$ cat config.mk
export PLATFORM = sky130hd
export DESIGN_NAME = uart_reset_and_flow_status
export DESIGN_NICKNAME = d
export VERILOG_FILES = /design/src/include/uart_regs_pkg.sv /design/src/rtl/uart_reset_and_flow_status.sv /design/src/rtl/bit_sync.sv
export VERILOG_INCLUDE_DIRS = /design/src /design/src/include
export SDC_FILE = /design/constraint.sdc
export NUM_CORES = 1
export LEC_CHECK = 0
export BUFFER_PORTS_ARGS = -buffer_cell sky130_fd_sc_hd__buf_4
export CAP_MARGIN = 20
export CORE_MARGIN = 4
export CORE_UTILIZATION = 55
export CTS_CLUSTER_DIAMETER = 100
export DETAILED_ROUTE_END_ITERATION = 8
export GPL_TIMING_DRIVEN = 0
export HOLD_SLACK_MARGIN = 0.12
export PLACE_DENSITY = 0.78
export SLEW_MARGIN = 20
export SYNTH_ARGS = -nofsm -noshare
export SYNTH_HDL_FRONTEND = slang
export SYNTH_SLANG_ARGS = --single-unit
$ cat constraint.sdc
create_clock -name clock_i -period 1.75 [get_ports clock_i]
set_input_delay 0.0875 -clock clock_i [delete_from_list [all_inputs] [get_ports clock_i]]
set_output_delay 0.0875 -clock clock_i [all_outputs]
set_load 0.02 [all_outputs]
$ cat src/include/uart_regs_defines.svh
// register offsets, reset values and field positions of one uart channel
`ifndef UART_REGS_DEFINES_SVH
`define UART_REGS_DEFINES_SVH

// ****************************************************************
// register offsets (5-bit index on the parallel bus)
// ****************************************************************
`define ADDR_HOLDING      5'h00
`define ADDR_INT_ENABLE   5'h01
`define ADDR_FIFO_INT     5'h02
`define ADDR_LINE_CTRL    5'h03
`define ADDR_MODEM_CTRL   5'h04
`define ADDR_LINE_STAT    5'h05
`define ADDR_MODEM_STAT   5'h06
`define ADDR_SCRATCH      5'h07
`define ADDR_DIV_LOW      5'h08
`define ADDR_DIV_HIGH     5'h09
`define ADDR_DIV_FRAC     5'h0a
`define ADDR_FEATURE      5'h0b
`define ADDR_ENHANCED     5'h0c
`define ADDR_TX_COUNT     5'h0d
`define ADDR_RX_COUNT     5'h0e
`define ADDR_TX_TRIGGER   5'h0f
`define ADDR_RX_TRIGGER   5'h10
`define ADDR_RESUME_ONE   5'h11
`define ADDR_RESUME_TWO   5'h12
`define ADDR_PAUSE_ONE    5'h13
`define ADDR_PAUSE_TWO    5'h14
`define ADDR_FLOW_STATUS  5'h15

// ****************************************************************
// reset values
// ****************************************************************
`define RST_ZERO          8'h00
`define RST_DIV_LOW       8'h01
`define RST_DIV_HIGH      8'h00
`define RST_INT_STATUS    8'h01
`define RST_LINE_STAT     8'h60
`define RST_SCRATCH       8'hff

// ****************************************************************
// field positions
// ****************************************************************
`define FLOW_TX_ON        3
`define FLOW_TX_OFF       2
`define FLOW_RX_ON        1
`define FLOW_RX_OFF       0
`define EFR_ENH_BIT       4
`define MCR_RTS_BIT       1
`define MCR_DTR_BIT       0
`define IER_ENH_MASK      8'he0
`define FCR_ENH_MASK      8'h30
`define MCR_ENH_MASK      8'hec
`define SYNC_STAGES       2

`endif

$ cat src/include/uart_regs_pkg.sv
// types shared by the uart channel register bank
package uart_regs_pkg;

   typedef logic [7:0] reg8_t;
   typedef logic [4:0] reg_addr_t;
   typedef logic [3:0] modem_bits_t;

endpackage

$ cat src/rtl/uart_reset_and_flow_status.sv
// per-channel uart register bank: reset states and flow character status
//
// Contract
// - the flow status register is all zeros whenever software flow control is off.
// - bit 3 is set when the last sent control character was a resume one and clears on read.
// - bit 2 is set when the last sent control character was a pause one and clears on read.
// - bit 1 is set when the last received control character was a resume one, read clears it.
// - bit 0 is set when the last received control character was a pause one, read clears it.
// - bits 7 to 4 of the flow status register are reserved and read as zero.
// - at power-up the divisor low byte is one and the high byte zero.
// - the hardware reset pin leaves both divisor bytes unchanged.
// - after reset the interrupt status register reads one, no interrupt pending.
// - after reset the line status register reads 0x60, both transmit stages empty.
// - after reset the scratch register holds all ones.
// - after reset all control, count, trigger, character and flow status registers are zero.
// - after reset the modem status change bits and upper bits are zero; upper bits show input levels two clocks later.
// - software flow control is off when the four select bits of the enhanced reg are zero.
`timescale 1ns/1ps
`include "uart_regs_defines.svh"

module uart_reset_and_flow_status
   import uart_regs_pkg::*;
(
   input  wire logic        clock_i,
   input  wire logic        arst_n_i,
   input  wire logic        por_n_i,
   input  wire reg_addr_t   addr_i,
   input  wire logic        rd_stb_i,
   input  wire logic        wr_stb_i,
   input  wire reg8_t       wdata_i,
   output reg8_t            rdata_o,
   input  wire reg8_t       receive_holding_i,
   output logic             rx_pop_o,
   output reg8_t            transmit_holding_o,
   output logic             tx_push_o,
   input  wire logic        core_update_i,
   input  wire reg8_t       int_status_i,
   input  wire reg8_t       line_status_i,
   input  wire reg8_t       tx_count_i,
   input  wire reg8_t       rx_count_i,
   input  wire logic        tx_resume_sent_i,
   input  wire logic        tx_pause_sent_i,
   input  wire logic        rx_resume_seen_i,
   input  wire logic        rx_pause_seen_i,
   input  wire logic        serial_bit_i,
   input  wire logic        infrared_bit_i,
   input  wire modem_bits_t modem_in_n_i,
   output reg8_t            divisor_low_o,
   output reg8_t            divisor_high_o,
   output reg8_t            enhanced_feature_o,
   output logic             tx_o,
   output logic             infrared_tx_out_o,
   output logic             rts_n_o,
   output logic             dtr_n_o
);

   // ****************************************************************
   // modem input synchronisers
   // ****************************************************************
   modem_bits_t modem_n_sync;
   modem_bits_t modem_level;
   modem_bits_t modem_prev_q;
   modem_bits_t modem_prev_d;

   bit_sync #(.WIDTH(4)) u_modem_sync (
      .clock_i     (clock_i),
      .arst_n_i    (arst_n_i),
      .async_i     (modem_in_n_i),
      .reset_val_i ('1),
      .sync_o      (modem_n_sync)
   );

   assign modem_level = ~modem_n_sync;

   // ****************************************************************
   // register state
   // ****************************************************************
   reg8_t int_enable_q,   int_enable_d;
   reg8_t fifo_ctrl_q,    fifo_ctrl_d;
   reg8_t int_status_q,   int_status_d;
   reg8_t line_ctrl_q,    line_ctrl_d;
   reg8_t modem_ctrl_q,   modem_ctrl_d;
   reg8_t line_status_q,  line_status_d;
   modem_bits_t modem_delta_q, modem_delta_d;
   reg8_t scratch_q,      scratch_d;
   reg8_t div_frac_q,     div_frac_d;
   reg8_t feature_q,      feature_d;
   reg8_t enhanced_q,     enhanced_d;
   reg8_t tx_count_q,     tx_count_d;
   reg8_t rx_count_q,     rx_count_d;
   reg8_t tx_trigger_q,   tx_trigger_d;
   reg8_t rx_trigger_q,   rx_trigger_d;
   reg8_t resume_one_q,   resume_one_d;
   reg8_t resume_two_q,   resume_two_d;
   reg8_t pause_one_q,    pause_one_d;
   reg8_t pause_two_q,    pause_two_d;
   reg8_t flow_status_q,  flow_status_d;
   reg8_t divisor_low_q,  divisor_low_d;
   reg8_t divisor_high_q, divisor_high_d;
   reg8_t rdata_q,        rdata_d;
   reg8_t tx_data_q,      tx_data_d;
   logic  tx_q,           tx_d;
   logic  infrared_tx_out_q,         infrared_tx_out_d;
   logic  rts_n_q,        rts_n_d;
   logic  dtr_n_q,        dtr_n_d;

   logic  wr_hit;
   logic  rd_hit;
   logic  sw_flow_on;
   logic  enh_open;
   logic  rd_flow;
   logic  rd_modem;

   assign wr_hit = wr_stb_i;
   assign rd_hit = rd_stb_i;
   assign sw_flow_on = |enhanced_q[3:0];
   assign enh_open   = enhanced_q[`EFR_ENH_BIT];
   assign rd_flow    = rd_hit && (addr_i == `ADDR_FLOW_STATUS);
   assign rd_modem   = rd_hit && (addr_i == `ADDR_MODEM_STAT);

   // ****************************************************************
   // next values of the channel registers
   // ****************************************************************
   always_comb begin
      int_enable_d  = int_enable_q;
      fifo_ctrl_d   = fifo_ctrl_q;
      int_status_d  = int_status_q;
      line_ctrl_d   = line_ctrl_q;
      modem_ctrl_d  = modem_ctrl_q;
      line_status_d = line_status_q;
      scratch_d     = scratch_q;
      div_frac_d    = div_frac_q;
      feature_d     = feature_q;
      enhanced_d    = enhanced_q;
      tx_count_d    = tx_count_q;
      rx_count_d    = rx_count_q;
      tx_trigger_d  = tx_trigger_q;
      rx_trigger_d  = rx_trigger_q;
      resume_one_d  = resume_one_q;
      resume_two_d  = resume_two_q;
      pause_one_d   = pause_one_q;
      pause_two_d   = pause_two_q;
      tx_data_d     = tx_data_q;
      // status words from the core are taken only on its update strobe,
      // so the reset values stand until the core reports otherwise
      if (core_update_i) begin
         int_status_d  = int_status_i;
         line_status_d = line_status_i;
         tx_count_d    = tx_count_i;
         rx_count_d    = rx_count_i;
      end
      if (wr_hit) begin
         case (addr_i)
            `ADDR_HOLDING:     tx_data_d    = wdata_i;
            // enhanced bits change only while the enhanced enable is open
            `ADDR_INT_ENABLE:  int_enable_d = enh_open ? wdata_i :
                                  ((int_enable_q & `IER_ENH_MASK) | (wdata_i & ~`IER_ENH_MASK));
            `ADDR_FIFO_INT:    fifo_ctrl_d  = enh_open ? wdata_i :
                                  ((fifo_ctrl_q & `FCR_ENH_MASK) | (wdata_i & ~`FCR_ENH_MASK));
            `ADDR_LINE_CTRL:   line_ctrl_d  = wdata_i;
            `ADDR_MODEM_CTRL:  modem_ctrl_d = enh_open ? wdata_i :
                                  ((modem_ctrl_q & `MCR_ENH_MASK) | (wdata_i & ~`MCR_ENH_MASK));
            `ADDR_SCRATCH:     scratch_d    = wdata_i;
            `ADDR_DIV_FRAC:    div_frac_d   = wdata_i;
            `ADDR_FEATURE:     feature_d    = wdata_i;
            `ADDR_ENHANCED:    enhanced_d   = wdata_i;
            `ADDR_TX_TRIGGER:  tx_trigger_d = wdata_i;
            `ADDR_RX_TRIGGER:  rx_trigger_d = wdata_i;
            `ADDR_RESUME_ONE:  resume_one_d = wdata_i;
            `ADDR_RESUME_TWO:  resume_two_d = wdata_i;
            `ADDR_PAUSE_ONE:   pause_one_d  = wdata_i;
            `ADDR_PAUSE_TWO:   pause_two_d  = wdata_i;
            default:           tx_data_d    = tx_data_q;
         endcase
      end
   end

   // ****************************************************************
   // flow character status and modem change bits
   // ****************************************************************
   always_comb begin
      flow_status_d = flow_status_q;
      if (rd_flow) begin
         flow_status_d = `RST_ZERO;
      end
      // events applied after the read clear
      if (tx_resume_sent_i) begin
         flow_status_d[`FLOW_TX_ON]  = 1'b1;
         flow_status_d[`FLOW_TX_OFF] = 1'b0;
      end
      if (tx_pause_sent_i) begin
         flow_status_d[`FLOW_TX_OFF] = 1'b1;
         flow_status_d[`FLOW_TX_ON]  = 1'b0;
      end
      if (rx_resume_seen_i) begin
         flow_status_d[`FLOW_RX_ON]  = 1'b1;
         flow_status_d[`FLOW_RX_OFF] = 1'b0;
      end
      if (rx_pause_seen_i) begin
         flow_status_d[`FLOW_RX_OFF] = 1'b1;
         flow_status_d[`FLOW_RX_ON]  = 1'b0;
      end
      if (!sw_flow_on) begin
         flow_status_d = `RST_ZERO;
      end
      flow_status_d[7:4] = 4'h0;

      // change seen wins over the read clear, as for the flow flags
      modem_prev_d  = modem_level;
      modem_delta_d = rd_modem ? 4'h0 : modem_delta_q;
      modem_delta_d = modem_delta_d | (modem_level ^ modem_prev_q);
   end

   // ****************************************************************
   // read data, holding strobes and pins
   // ****************************************************************
   always_comb begin
      rdata_d = `RST_ZERO;
      if (rd_hit) begin
         case (addr_i)
            `ADDR_HOLDING:     rdata_d = receive_holding_i;
            `ADDR_INT_ENABLE:  rdata_d = int_enable_q;
            `ADDR_FIFO_INT:    rdata_d = int_status_q;
            `ADDR_LINE_CTRL:   rdata_d = line_ctrl_q;
            `ADDR_MODEM_CTRL:  rdata_d = modem_ctrl_q;
            `ADDR_LINE_STAT:   rdata_d = line_status_q;
            `ADDR_MODEM_STAT:  rdata_d = {modem_level, modem_delta_q};
            `ADDR_SCRATCH:     rdata_d = scratch_q;
            `ADDR_DIV_LOW:     rdata_d = divisor_low_q;
            `ADDR_DIV_HIGH:    rdata_d = divisor_high_q;
            `ADDR_DIV_FRAC:    rdata_d = div_frac_q;
            `ADDR_FEATURE:     rdata_d = feature_q;
            `ADDR_ENHANCED:    rdata_d = enhanced_q;
            `ADDR_TX_COUNT:    rdata_d = tx_count_q;
            `ADDR_RX_COUNT:    rdata_d = rx_count_q;
            `ADDR_TX_TRIGGER:  rdata_d = tx_trigger_q;
            `ADDR_RX_TRIGGER:  rdata_d = rx_trigger_q;
            `ADDR_FLOW_STATUS: rdata_d = flow_status_q;
            default:           rdata_d = `RST_ZERO;
         endcase
      end
      tx_d    = serial_bit_i;
      infrared_tx_out_d  = infrared_bit_i;
      rts_n_d = ~modem_ctrl_d[`MCR_RTS_BIT];
      dtr_n_d = ~modem_ctrl_d[`MCR_DTR_BIT];
      // divisor writes are ignored while the reset pin is held
      divisor_low_d  = divisor_low_q;
      divisor_high_d = divisor_high_q;
      if (wr_hit && arst_n_i && (addr_i == `ADDR_DIV_LOW)) begin
         divisor_low_d = wdata_i;
      end
      if (wr_hit && arst_n_i && (addr_i == `ADDR_DIV_HIGH)) begin
         divisor_high_d = wdata_i;
      end
   end

   assign rx_pop_o  = rd_hit && (addr_i == `ADDR_HOLDING);
   assign tx_push_o = wr_hit && (addr_i == `ADDR_HOLDING);

   // ****************************************************************
   // registers on the reset pin
   // ****************************************************************
   always_ff @(posedge clock_i or negedge arst_n_i) begin
      if (!arst_n_i) begin
         int_status_q  <= `RST_INT_STATUS;
         line_status_q <= `RST_LINE_STAT;
         scratch_q     <= `RST_SCRATCH;
         int_enable_q  <= `RST_ZERO;
         fifo_ctrl_q   <= `RST_ZERO;
         line_ctrl_q   <= `RST_ZERO;
         modem_ctrl_q  <= `RST_ZERO;
         div_frac_q    <= `RST_ZERO;
         feature_q     <= `RST_ZERO;
         enhanced_q    <= `RST_ZERO;
         tx_count_q    <= `RST_ZERO;
         rx_count_q    <= `RST_ZERO;
         tx_trigger_q  <= `RST_ZERO;
         rx_trigger_q  <= `RST_ZERO;
         resume_one_q  <= `RST_ZERO;
         resume_two_q  <= `RST_ZERO;
         pause_one_q   <= `RST_ZERO;
         pause_two_q   <= `RST_ZERO;
         flow_status_q <= `RST_ZERO;
         tx_data_q     <= `RST_ZERO;
         rdata_q       <= `RST_ZERO;
         modem_delta_q <= 4'h0;
         modem_prev_q  <= 4'h0;
         tx_q          <= 1'b1;
         rts_n_q       <= 1'b1;
         dtr_n_q       <= 1'b1;
         infrared_tx_out_q        <= 1'b0;
      end else begin
         int_status_q  <= int_status_d;
         line_status_q <= line_status_d;
         scratch_q     <= scratch_d;
         int_enable_q  <= int_enable_d;
         fifo_ctrl_q   <= fifo_ctrl_d;
         line_ctrl_q   <= line_ctrl_d;
         modem_ctrl_q  <= modem_ctrl_d;
         div_frac_q    <= div_frac_d;
         feature_q     <= feature_d;
         enhanced_q    <= enhanced_d;
         tx_count_q    <= tx_count_d;
         rx_count_q    <= rx_count_d;
         tx_trigger_q  <= tx_trigger_d;
         rx_trigger_q  <= rx_trigger_d;
         resume_one_q  <= resume_one_d;
         resume_two_q  <= resume_two_d;
         pause_one_q   <= pause_one_d;
         pause_two_q   <= pause_two_d;
         flow_status_q <= flow_status_d;
         tx_data_q     <= tx_data_d;
         rdata_q       <= rdata_d;
         modem_delta_q <= modem_delta_d;
         modem_prev_q  <= modem_prev_d;
         tx_q          <= tx_d;
         rts_n_q       <= rts_n_d;
         dtr_n_q       <= dtr_n_d;
         infrared_tx_out_q        <= infrared_tx_out_d;
      end
   end

   // ****************************************************************
   // divisor on power-up reset only
   // ****************************************************************
   // power-up divisor values
   // reset pin not in this process
   always_ff @(posedge clock_i or negedge por_n_i) begin
      if (!por_n_i) begin
         divisor_low_q  <= `RST_DIV_LOW;
         divisor_high_q <= `RST_DIV_HIGH;
      end else begin
         divisor_low_q  <= divisor_low_d;
         divisor_high_q <= divisor_high_d;
      end
   end

   assign rdata_o            = rdata_q;
   assign transmit_holding_o = tx_data_q;
   assign divisor_low_o      = divisor_low_q;
   assign divisor_high_o     = divisor_high_q;
   assign enhanced_feature_o = enhanced_q;
   assign tx_o               = tx_q;
   assign infrared_tx_out_o  = infrared_tx_out_q;
   assign rts_n_o            = rts_n_q;
   assign dtr_n_o            = dtr_n_q;
endmodule // uart_reset_and_flow_status

$ cat src/rtl/bit_sync.sv
// two-flop synchroniser for a group of level inputs
`timescale 1ns/1ps
`include "uart_regs_defines.svh"

module bit_sync #(
   parameter int WIDTH = 1
) (
   input  wire logic             clock_i,
   input  wire logic             arst_n_i,
   input  wire logic [WIDTH-1:0] async_i,
   input  wire logic [WIDTH-1:0] reset_val_i,
   output logic      [WIDTH-1:0] sync_o
);

   logic [WIDTH-1:0] meta_q;
   logic [WIDTH-1:0] sync_q;

   // first stage is read only by the second stage
   always_ff @(posedge clock_i or negedge arst_n_i) begin
      if (!arst_n_i) begin
         meta_q <= '1;
         sync_q <= '1;
      end else begin
         meta_q <= async_i;
         sync_q <= meta_q;
      end
   end

   assign sync_o = sync_q;

endmodule // bit_sync

; Word level (Yosys, flattened, before mapping)
; Index checks and enable logic that the tools add are counted.
[totals]
word_cells = 86
input_bits = 69
regBits = 160
output_inout_bits = 46
[classes]
n_mux = 13
bitwise_logic = 7
reduce_logical = 19
eq_ne = 19
[op_table]
columns = cell, count
row1 = $pmux W8 S18, 1
row2 = $eq A5 B4 Y1 const B, 8
row3 = $mux W8, 3
row4 = $eq A5 B3 Y1 const B, 4
row5 = $reduce_and A2 Y1, 10
row6 = $or A8 B5 Y8, 2
row7 = $mux W2, 6
row8 = $mux W4, 3
row9 = $eq A5 B2 Y1 const B, 2
row10 = $eq A5 B5 Y1 const B, 2
row11 = $ne A4 B3 Y1 const B, 2
row12 = $logic_and A1 B1 Y1, 7
row13 = $eq A5 B1 Y1 const B, 1
row14 = $logic_not A5 Y1, 1
row15 = $not A4 Y4, 1
row16 = $or A4 B4 Y4, 1
row17 = $reduce_or A4 Y1, 1
row18 = $xor A4 B4 Y4, 1
row19 = $not A1 Y1, 2

; Depth between registers and ports, before layout
; Gate-level depths: netlist of the first run.
[depth]
word_depth = 6
mapped_depth = 7
mapped_depth_nobuf = 5

; Hierarchy
; From an unflattened synthesis of the first run, not the netlist that was laid out.
[hier_totals]
cells_unflattened = 526
area_unflattened_um2 = 7088.0
[by_module_without_submodules]
columns = module, cells_per_inst, area_each_um2, instances, seq_area_each_um2
row1 = uart_reset_and_flow_status, 518, 6877.8, 1, 3822.4
row2 = bit_sync, 8, 210.2, 1, 210.2

; Least setup slack after synthesis of the first run
; Ideal clock, no wire load.
[synth_path]
path_kind = in2reg
start = input port addr_i[4]
end = register divisor_low_q[1] (netlist: divisor_low_o[1])
setup_ns = 0.125
n_path_buf = 3
t_arrival_ns = 1.376
path_slack_ns = 0.250
t_required_ns = 1.625
path_stages = 7
cell_sequence = buf_6 > or2_1 > buf_2 > nor3_4 > and3_1 > buf_4 > mux2_2
[synth_between]
elab_chain_cells = 2
[synth_rtl]
columns = element, line
row1 = start: declaration, uart_reset_and_flow_status.sv:27  ; input wire reg_addr_t addr_i,
row2 = $eq A5 B4 Y1, -
row3 = $logic_and A1 B1 Y1, uart_reset_and_flow_status.sv:249  ; if (wr_hit && arst_n_i && (addr_i == `ADDR_DIV_LOW)) begin
row4 = end signal: assignment, uart_reset_and_flow_status.sv:330  ; divisor_low_q <= `RST_DIV_LOW;
row5 = end signal: assignment, uart_reset_and_flow_status.sv:333  ; divisor_low_q <= divisor_low_d;
row6 = end: declaration, uart_reset_and_flow_status.sv:98  ; reg8_t divisor_low_q, divisor_low_d;
; Every way passes these cells.
; A chain may end at the register's enable or synchronous reset.

; Worst setup path after layout of the first run
[layout_path]
start = input port addr_i[0]
end = output port tx_push_o
[layout_between]
elab_chain_cells = 2
[layout_rtl]
columns = element, line
row1 = $logic_not A5 Y1, -
row2 = $logic_and A1 B1 Y1, uart_reset_and_flow_status.sv:258  ; assign tx_push_o = wr_hit && (addr_i == `ADDR_HOLDING);
row3 = end: declaration, uart_reset_and_flow_status.sv:35  ; output logic tx_push_o,
; Every way passes these cells.

==> run summary, run 1 <==
complex-gate fraction of the synthesized area: 0.0760
most used cell, CP: buf_4
total die area: 15,000 sq um
max-cap viol count: 0
drt first pass iters: 6
Area Growth Syn to Fin: 30.7%
DR WL/cell: 23.5 um
global placement routability congestion: 0.916
Pwr Total: 9.74 mW
Hold Fails Final Rpt: 93
Slew @ Worst Pin: 0.888 ns
Worst setup SP type: input pin
final-stage net count: 790
H-tree Lvls: 4
io pins: 115
core area: 12,700 sq um
largest family of logic cells by synthesized area: multiplexers
XOR/XNOR Fraction of Synth Area: 0.00486
syn avg cell area: 13.6 sq um
Skew-Pair Late Insertion Delay: 0.44 ns
Fillers: 863
CP max stage delay: 0.47 ns
Hold Path Class: in -> async
Leakage: 4.33 nW
DRC viols: 0
mux share of post-synthesis cell area: 0.233
failing checks: hold timing
max-slew headroom at the worst pin: 0.408
clock tree sinks: 160
Max VDD drop: 0.765 mV
hold_buf cts: 56
antenna violations before repair: 0
Max Slew Vio Count: 0
Hold Slack: -0.446 ns
Initial DRC Count: 534
Max Root-Sink Buffers: 2
Cell Rows: 41
total number of vias: 5,337
grt ovf: 0
Ys Warns: 0
placed inst area: 8310 sq um
largest net degree at the start of global routing: 93
largest cells by area after synthesis: dfrtp_1 (48%), mux2_2 (19%), dfstp_2 (8.4%)
first-pass GRT wire length: 32,500 um
EDFF count, synth: 0
Achievable Freq: 617 MHz
Final Cell Area: 9420 sq um
layout cells sized above 1: 0.462
count leader, synth: dfrtp_1
cell family with most CP delay: simple AND/OR/NAND/NOR gates
Worst setup EP type: output port
Worst Skew: 0.00880 ns
Initial Util: 0.567
setup repair bufs after CTS: 0
min Tclk post-route: 1.62 ns
Port Buf Inserts: 113
PwrDens: 1030 nW/um^2
Adder-Cell Fraction of Synth Area: 0
post-synthesis sequential area ratio: 0.559
CP Max Fanout: 10
syn nets: 601
async set or reset register ratio after synthesis: 1.00
antenna-violating nets left: 0
ys flop type: dfrtp_1
post-DP HPWL: 14,700 um
vias per cell: 5.89
Reg2Reg Setup Slack: 0.17 ns
register area: 4030 sq um
top cell type's share of synthesized area: 0.476
Diodes inserted: 0
Post-Synth Simple-Gate Area: 0.0993
DIE WIDTH: 122 um
RSZ-0062 raised after global routing: no
final setup violation count: 0
synthesized cell area: 7210 sq um
number of synthesized register bits: 160
Synth area leader: dfrtp_1
Worst-path clk slew: 0.06 ns
CTS Root Cell: clkbuf_16
vias in the first global route: 5,623
area of the multi-input gates: 2990 sq um
CTS tree: yes
period utilization: 0.925
synth cell count leaders: dfrtp_1 (137), mux2_2 (123), nand2_1 (28)
crit path kind: in -> out
routed wire length: 21,300 um
CP Cell Sequence: buf_4 > buf_2 > nor3_4 > nand3_2 > inv_1 > buf_4
worst path arrival time: 1.53 ns
Synth Instances: 532
CP max stage cell: nor3_4
Inserted Clock Buffers: 17
status: complete, but fails checks
Synth cell types: 58
CP bufs+invs: 4
WP data required: 1.66 ns
GRT Util Overall: 0.297
die height: 122 um
==> cell families after synthesis <==
family,Yosys count
AOI/OAI and AO/OA,71
xor gates and xnor gates,4
buffers and inverters,41
DFF,160
muxes,147
and+or+nand+nor,109
==> per-layer routing <==
metal | vias up | share of wire | GRT usage | wire, um
li1 | 2335 | - | - | -
met1 | 2712 | 0.43 | 0.417 | 9240
met2 | 246 | 0.47 | 0.467 | 9980
met3 | 44 | 0.073 | 0.0599 | 1560
met4 | 0 | 0.022 | 0.101 | 478
met5 | - | 0 | 0 | 0
==> per-stage QoR <==
stage          setup slack, ns  hold slack, ns  std cells   util  setup TNS, ns
3_5_place_dp            -0.364         -0.0356        818  0.653          -8.62
5_1_grt                 0.0953          -0.420        906  0.741              0
6_report                 0.131          -0.446        906  0.741              0
3_3_place_gp            -0.677         -0.0390        817  0.650         -17.39
4_1_cts                 0.0520          -0.428        906  0.740              0
2_1_floorplan            0.250          -0.208        532      -              0
==> final timing paths <==
kind,startpoint,end,cells past startpoint
setup reg to reg,divisor_low_o[0],rdata_o[0],5
min in group clock_i,addr_i[3],rdata_o[1],5
hold / removal,arst_n_i,infrared_tx_out_o,1
setup / recovery,addr_i[0],tx_push_o,6
hold reg to reg,u_modem_sync.meta_q[0],u_modem_sync.sync_o[0],0
max in group asynchronous,por_n_i,divisor_high_o[4],3
==> repair_timing <==
item / in CTS / in global routing
resized for setup: 2 / 1
hold endpoints to repair: 210 / 125
endpoints found under the setup margin: 1 / 2
==> worst register-to-register path, cell delays in order (launching register included) <==
cell	delay, ns
dfstp_2	0.56
mux2i_1	0.09
mux2i_1	0.18
a22oi_1	0.11
or2_2	0.28
a41oi_1	0.26
==> flip-flops by register name (all words and copies together) (netlist names), 4 cells and up <==
register and count:
enhanced_feature_o 8, divisor_high_o 8, divisor_low_o 8, flow_status_q 4, tx_trigger_q 8, modem_delta_q 4, modem_prev_q 4, modem_ctrl_q 8
int_enable_q 8, rdata_o 8, u_modem_sync.meta_q 4, line_status_q 8, rx_count_q 8, int_status_q 8, line_ctrl_q 8, tx_count_q 8
transmit_holding_o 8, div_frac_q 8, feature_q 8, u_modem_sync.sync_o 4, rx_trigger_q 8, scratch_q 8
==> cell usage in the layout, fill, tap and decap left out, types with 5 or more instances in the layout <==
master         count
dfrtp_1          137
mux2_2           123
buf_4            115
dlygate4sd3_1     56
nand2_1           27
dfstp_2           23
clkbuf_16         17
clkbuf_1          16
mux2i_1           16
a22oi_1           14
nor2_1            12
a221oi_1          12
buf_2             11
inv_1             10
nor3_1            10
a31oi_1            9
and3_1             8
a22o_1             8
nor3_4             6
a21oi_1            6
o21ai_0            5
nand3_1            5
mux2_4             5
==> area by class of cell <==
cell class              instances  area share
clock inverters                 9     0.00903
plain buffers                  31      0.0174
multi-input cells             331       0.317
clock buffers                  23      0.0486
inverters                      10     0.00398
flip-flops and latches        160       0.428
well taps                     172      0.0228
repair buffers                170       0.153
==> power breakdown <==
| part | leakage [nW] | internal (mW) | total [mW] | switching (mW) |
|---|---|---|---|---|
| combinational | 2.11 | 0.867 | 1.67 | 0.798 |
| clock | 0.258 | 1.99 | 3.46 | 1.47 |
| sequential | 1.96 | 4.27 | 4.61 | 0.348 |
No activity file was read; power rests on OpenSTA's default activity.
==> inputs of run 2 (changes only) <==
--- a/config.mk
+++ b/config.mk
@@ -8,13 +8,13 @@
 export LEC_CHECK = 0
 export BUFFER_PORTS_ARGS = -buffer_cell sky130_fd_sc_hd__buf_4
 export CAP_MARGIN = 20
+export CORE_ASPECT_RATIO = 1.75
 export CORE_MARGIN = 4
-export CORE_UTILIZATION = 55
+export CORE_UTILIZATION = 40
 export CTS_CLUSTER_DIAMETER = 100
 export DETAILED_ROUTE_END_ITERATION = 8
 export GPL_TIMING_DRIVEN = 0
 export HOLD_SLACK_MARGIN = 0.12
-export PLACE_DENSITY = 0.78
 export SLEW_MARGIN = 20
 export SYNTH_ARGS = -nofsm -noshare
 export SYNTH_HDL_FRONTEND = slang
==> run 2 against run 1 <==
  * The flow still finishes with violations (hold timing)
  * Via count shrank 0.15%
  * Core utilization down 20 points
  * Worst setup slack worse by 0.045 ns
  * Wire length increased by 8.1%
  * First-iteration DRC count fell by 50%
  * Cell area increased by 1.8%
  * Power up 4.3%
  * Combinational power about the same
  * Sequential cell count is the same
  * Critical path type unchanged
==> run summary, run 2 (synthesized netlist as in run 1, its figures left out) <==
placed cells: 877 (+7.2%)
status: complete, but fails checks
antenna-violating nets left: 0 (unchanged)
Worst setup EP type: output port
Worst-path clk slew: 0.06 ns (about the same)
final-stage net count: 792 (+0.25%)
Max Slew Vio Count: 0 (unchanged)
CP Max Fanout: 10 (unchanged)
final setup violation count: 0 (unchanged)
total number of vias: 5,329 (-0.15%)
min Tclk post-route: 1.66 ns (+0.0454 ns)
Worst setup SP type: input pin
vias per cell: 5.51 (-6.4%)
Hold Fails Final Rpt: 72 (-23%)
setup slack after placement: -0.388 ns (-0.0238 ns)
Inserted Clock Buffers: 17 (unchanged)
io pins: 115 (unchanged)
register area: 4030 sq um (unchanged)
Final Cell Area: 9590 sq um (+1.8%)
most used cell, CP: buf_4
Diodes inserted: 0 (unchanged)
final worst slack: 0.0851 ns (-0.0454 ns)
global placement routability congestion: 0.945 (+3.2%)
largest net degree at the start of global routing: 74 (-20%)
Initial DRC Count: 269 (-50%)
Cell Rows: 64 (+56%)
CTS tree: yes
Hold Slack: -0.386 ns (+0.0606 ns)
DR WL/cell: 23.8 um (+1.3%)
post-DP HPWL: 16,500 um (+12%)
commonest non-fill, non-tap cell in the layout: dfrtp_1
hold_buf cts: 58 (+3.6%)
Worst Skew: 0.00698 ns (-0.00181 ns)
Pwr Total: 10.2 mW (+4.3%)
Register-to-Register Path Depth: 3 (-2)
GRT Util Overall: 0.236 (-0.0615)
Leakage: 4.38 nW (+1.1%)
CP max stage cell: nor3_4
Reg2Reg Setup Slack: 0.11 ns (-0.06 ns)
area of the multi-input gates: 2990 sq um (about the same)
Achievable Freq: 601 MHz (-2.7%)
period utilization: 0.951 (+0.0259)
Initial Util: 0.409 (-0.157)
core area: 17,600 sq um (+38%)
DRC viols: 0 (unchanged)
most frequent cells in the layout: dfrtp_1 (137), mux2_2 (123), buf_4 (115), dlygate4sd3_1 (57), nand2_1 (28)
grt ovf: 0 (unchanged)
total die area: 20,300 sq um (+35%)
antenna violations before repair: 0 (unchanged)
RSZ-0062 raised after global routing: no
Max Root-Sink Buffers: 2 (unchanged)
Port Buf Inserts: 113 (unchanged)
drt first pass iters: 5 (-1)
placed inst area: 8380 sq um (+0.89%)
Hold Path Class: in -> async
Area Growth Syn to Fin: 33.1%
Slew @ Worst Pin: 0.912 ns (+0.0249 ns)
WP data required: 1.66 ns (about the same)
failing checks: hold timing
routed wire length: 23,000 um (+8.1%)
final cell count without fillers: 967 (+6.7%)
die height: 186 um (+52%)
max-slew headroom at the worst pin: 0.392 (-0.0166)
layout cells sized above 1: 0.463 (+0.00146)
reg2reg start: divisor_high_o[4]
PwrDens: 1060 nW/um^2 (+2.4%)
vias in the first global route: 5,560 (-1.1%)
worst path arrival time: 1.58 ns (+0.05 ns)
CP Cell Sequence: buf_4 > buf_2 > nor3_4 > nand3_2 > inv_1 > buf_4
Fillers: 1,556 (+80%)
worst reg2reg path endpoint: rdata_o[4]
CP max stage delay: 0.49 ns (+0.02 ns)
clock tree sinks: 160 (unchanged)
DIE WIDTH: 109 um (-11%)
first-pass GRT wire length: 34,300 um (+5.5%)
cell family with most CP delay: simple AND/OR/NAND/NOR gates
CTS Root Cell: clkbuf_16
max-cap viol count: 0 (unchanged)
H-tree Lvls: 4 (unchanged)
Max VDD drop: 0.508 mV (-34%)
Setup TNS Final: 0 ns (unchanged)
Skew-Pair Late Insertion Delay: 0.43 ns (about the same)
CP bufs+invs: 4 (unchanged)
crit path kind: in -> out
run 2: cell type report:
cell class | instances | area share
Tap cell | 231 | 0.0301
Clock inverter | 11 | 0.0162
Clock buffer | 21 | 0.0480
Sequential cell | 160 | 0.420
Buffer | 31 | 0.0171
Timing Repair Buffer | 172 | 0.153
Inverter | 10 | 0.00391
Multi-Input combinational cell | 331 | 0.312
run 2: what timing repair did:
item	4_1_cts	5_1_grt
hold endpoints to repair	170	72
endpoints found under the setup margin	1	20
gates resized for setup	2	2
buffers inserted	0	0
run 2: report_power, final:
group / switching [mW] / internal, mW / total [mW] / leakage, nW
Clock: 1.55 / 2.33 / 3.88 / 0.287
Combinational: 0.798 / 0.870 / 1.67 / 2.13
Sequential: 0.342 / 4.26 / 4.60 / 1.96
run 2: per-layer routing:
layer	global-route usage	vias up	wire, um
met5	0	-	0
met4	0.0824	0	577
met3	0.0371	36	1080
met2	0.415	203	12300
met1	0.289	2737	9060
li1	-	2353	-
run 2: worst max path at each step:
stage / from / end / slack, ns / cells past startpoint
finish: addr_i[0] / tx_push_o / 0.09 / 6
global route: addr_i[0] / tx_push_o / 0.06 / 6
CTS: arst_n_i / div_frac_q[7] / 0.01 / 3
detailed placement: addr_i[1] / transmit_holding_o[2] / -0.39 / 5
global placement: arst_n_i / divisor_high_o[0] / -0.73 / 4
floorplan: addr_i[4] / divisor_low_o[1] / 0.25 / 7
run 2: per-stage QoR:
step | hold slack [ns] | utilization
floorplan | -0.208 | -
CTS | -0.374 | 0.544
global placement | -0.0347 | 0.474
global route | -0.351 | 0.545
finish | -0.386 | 0.545
detailed placement | -0.0346 | 0.476
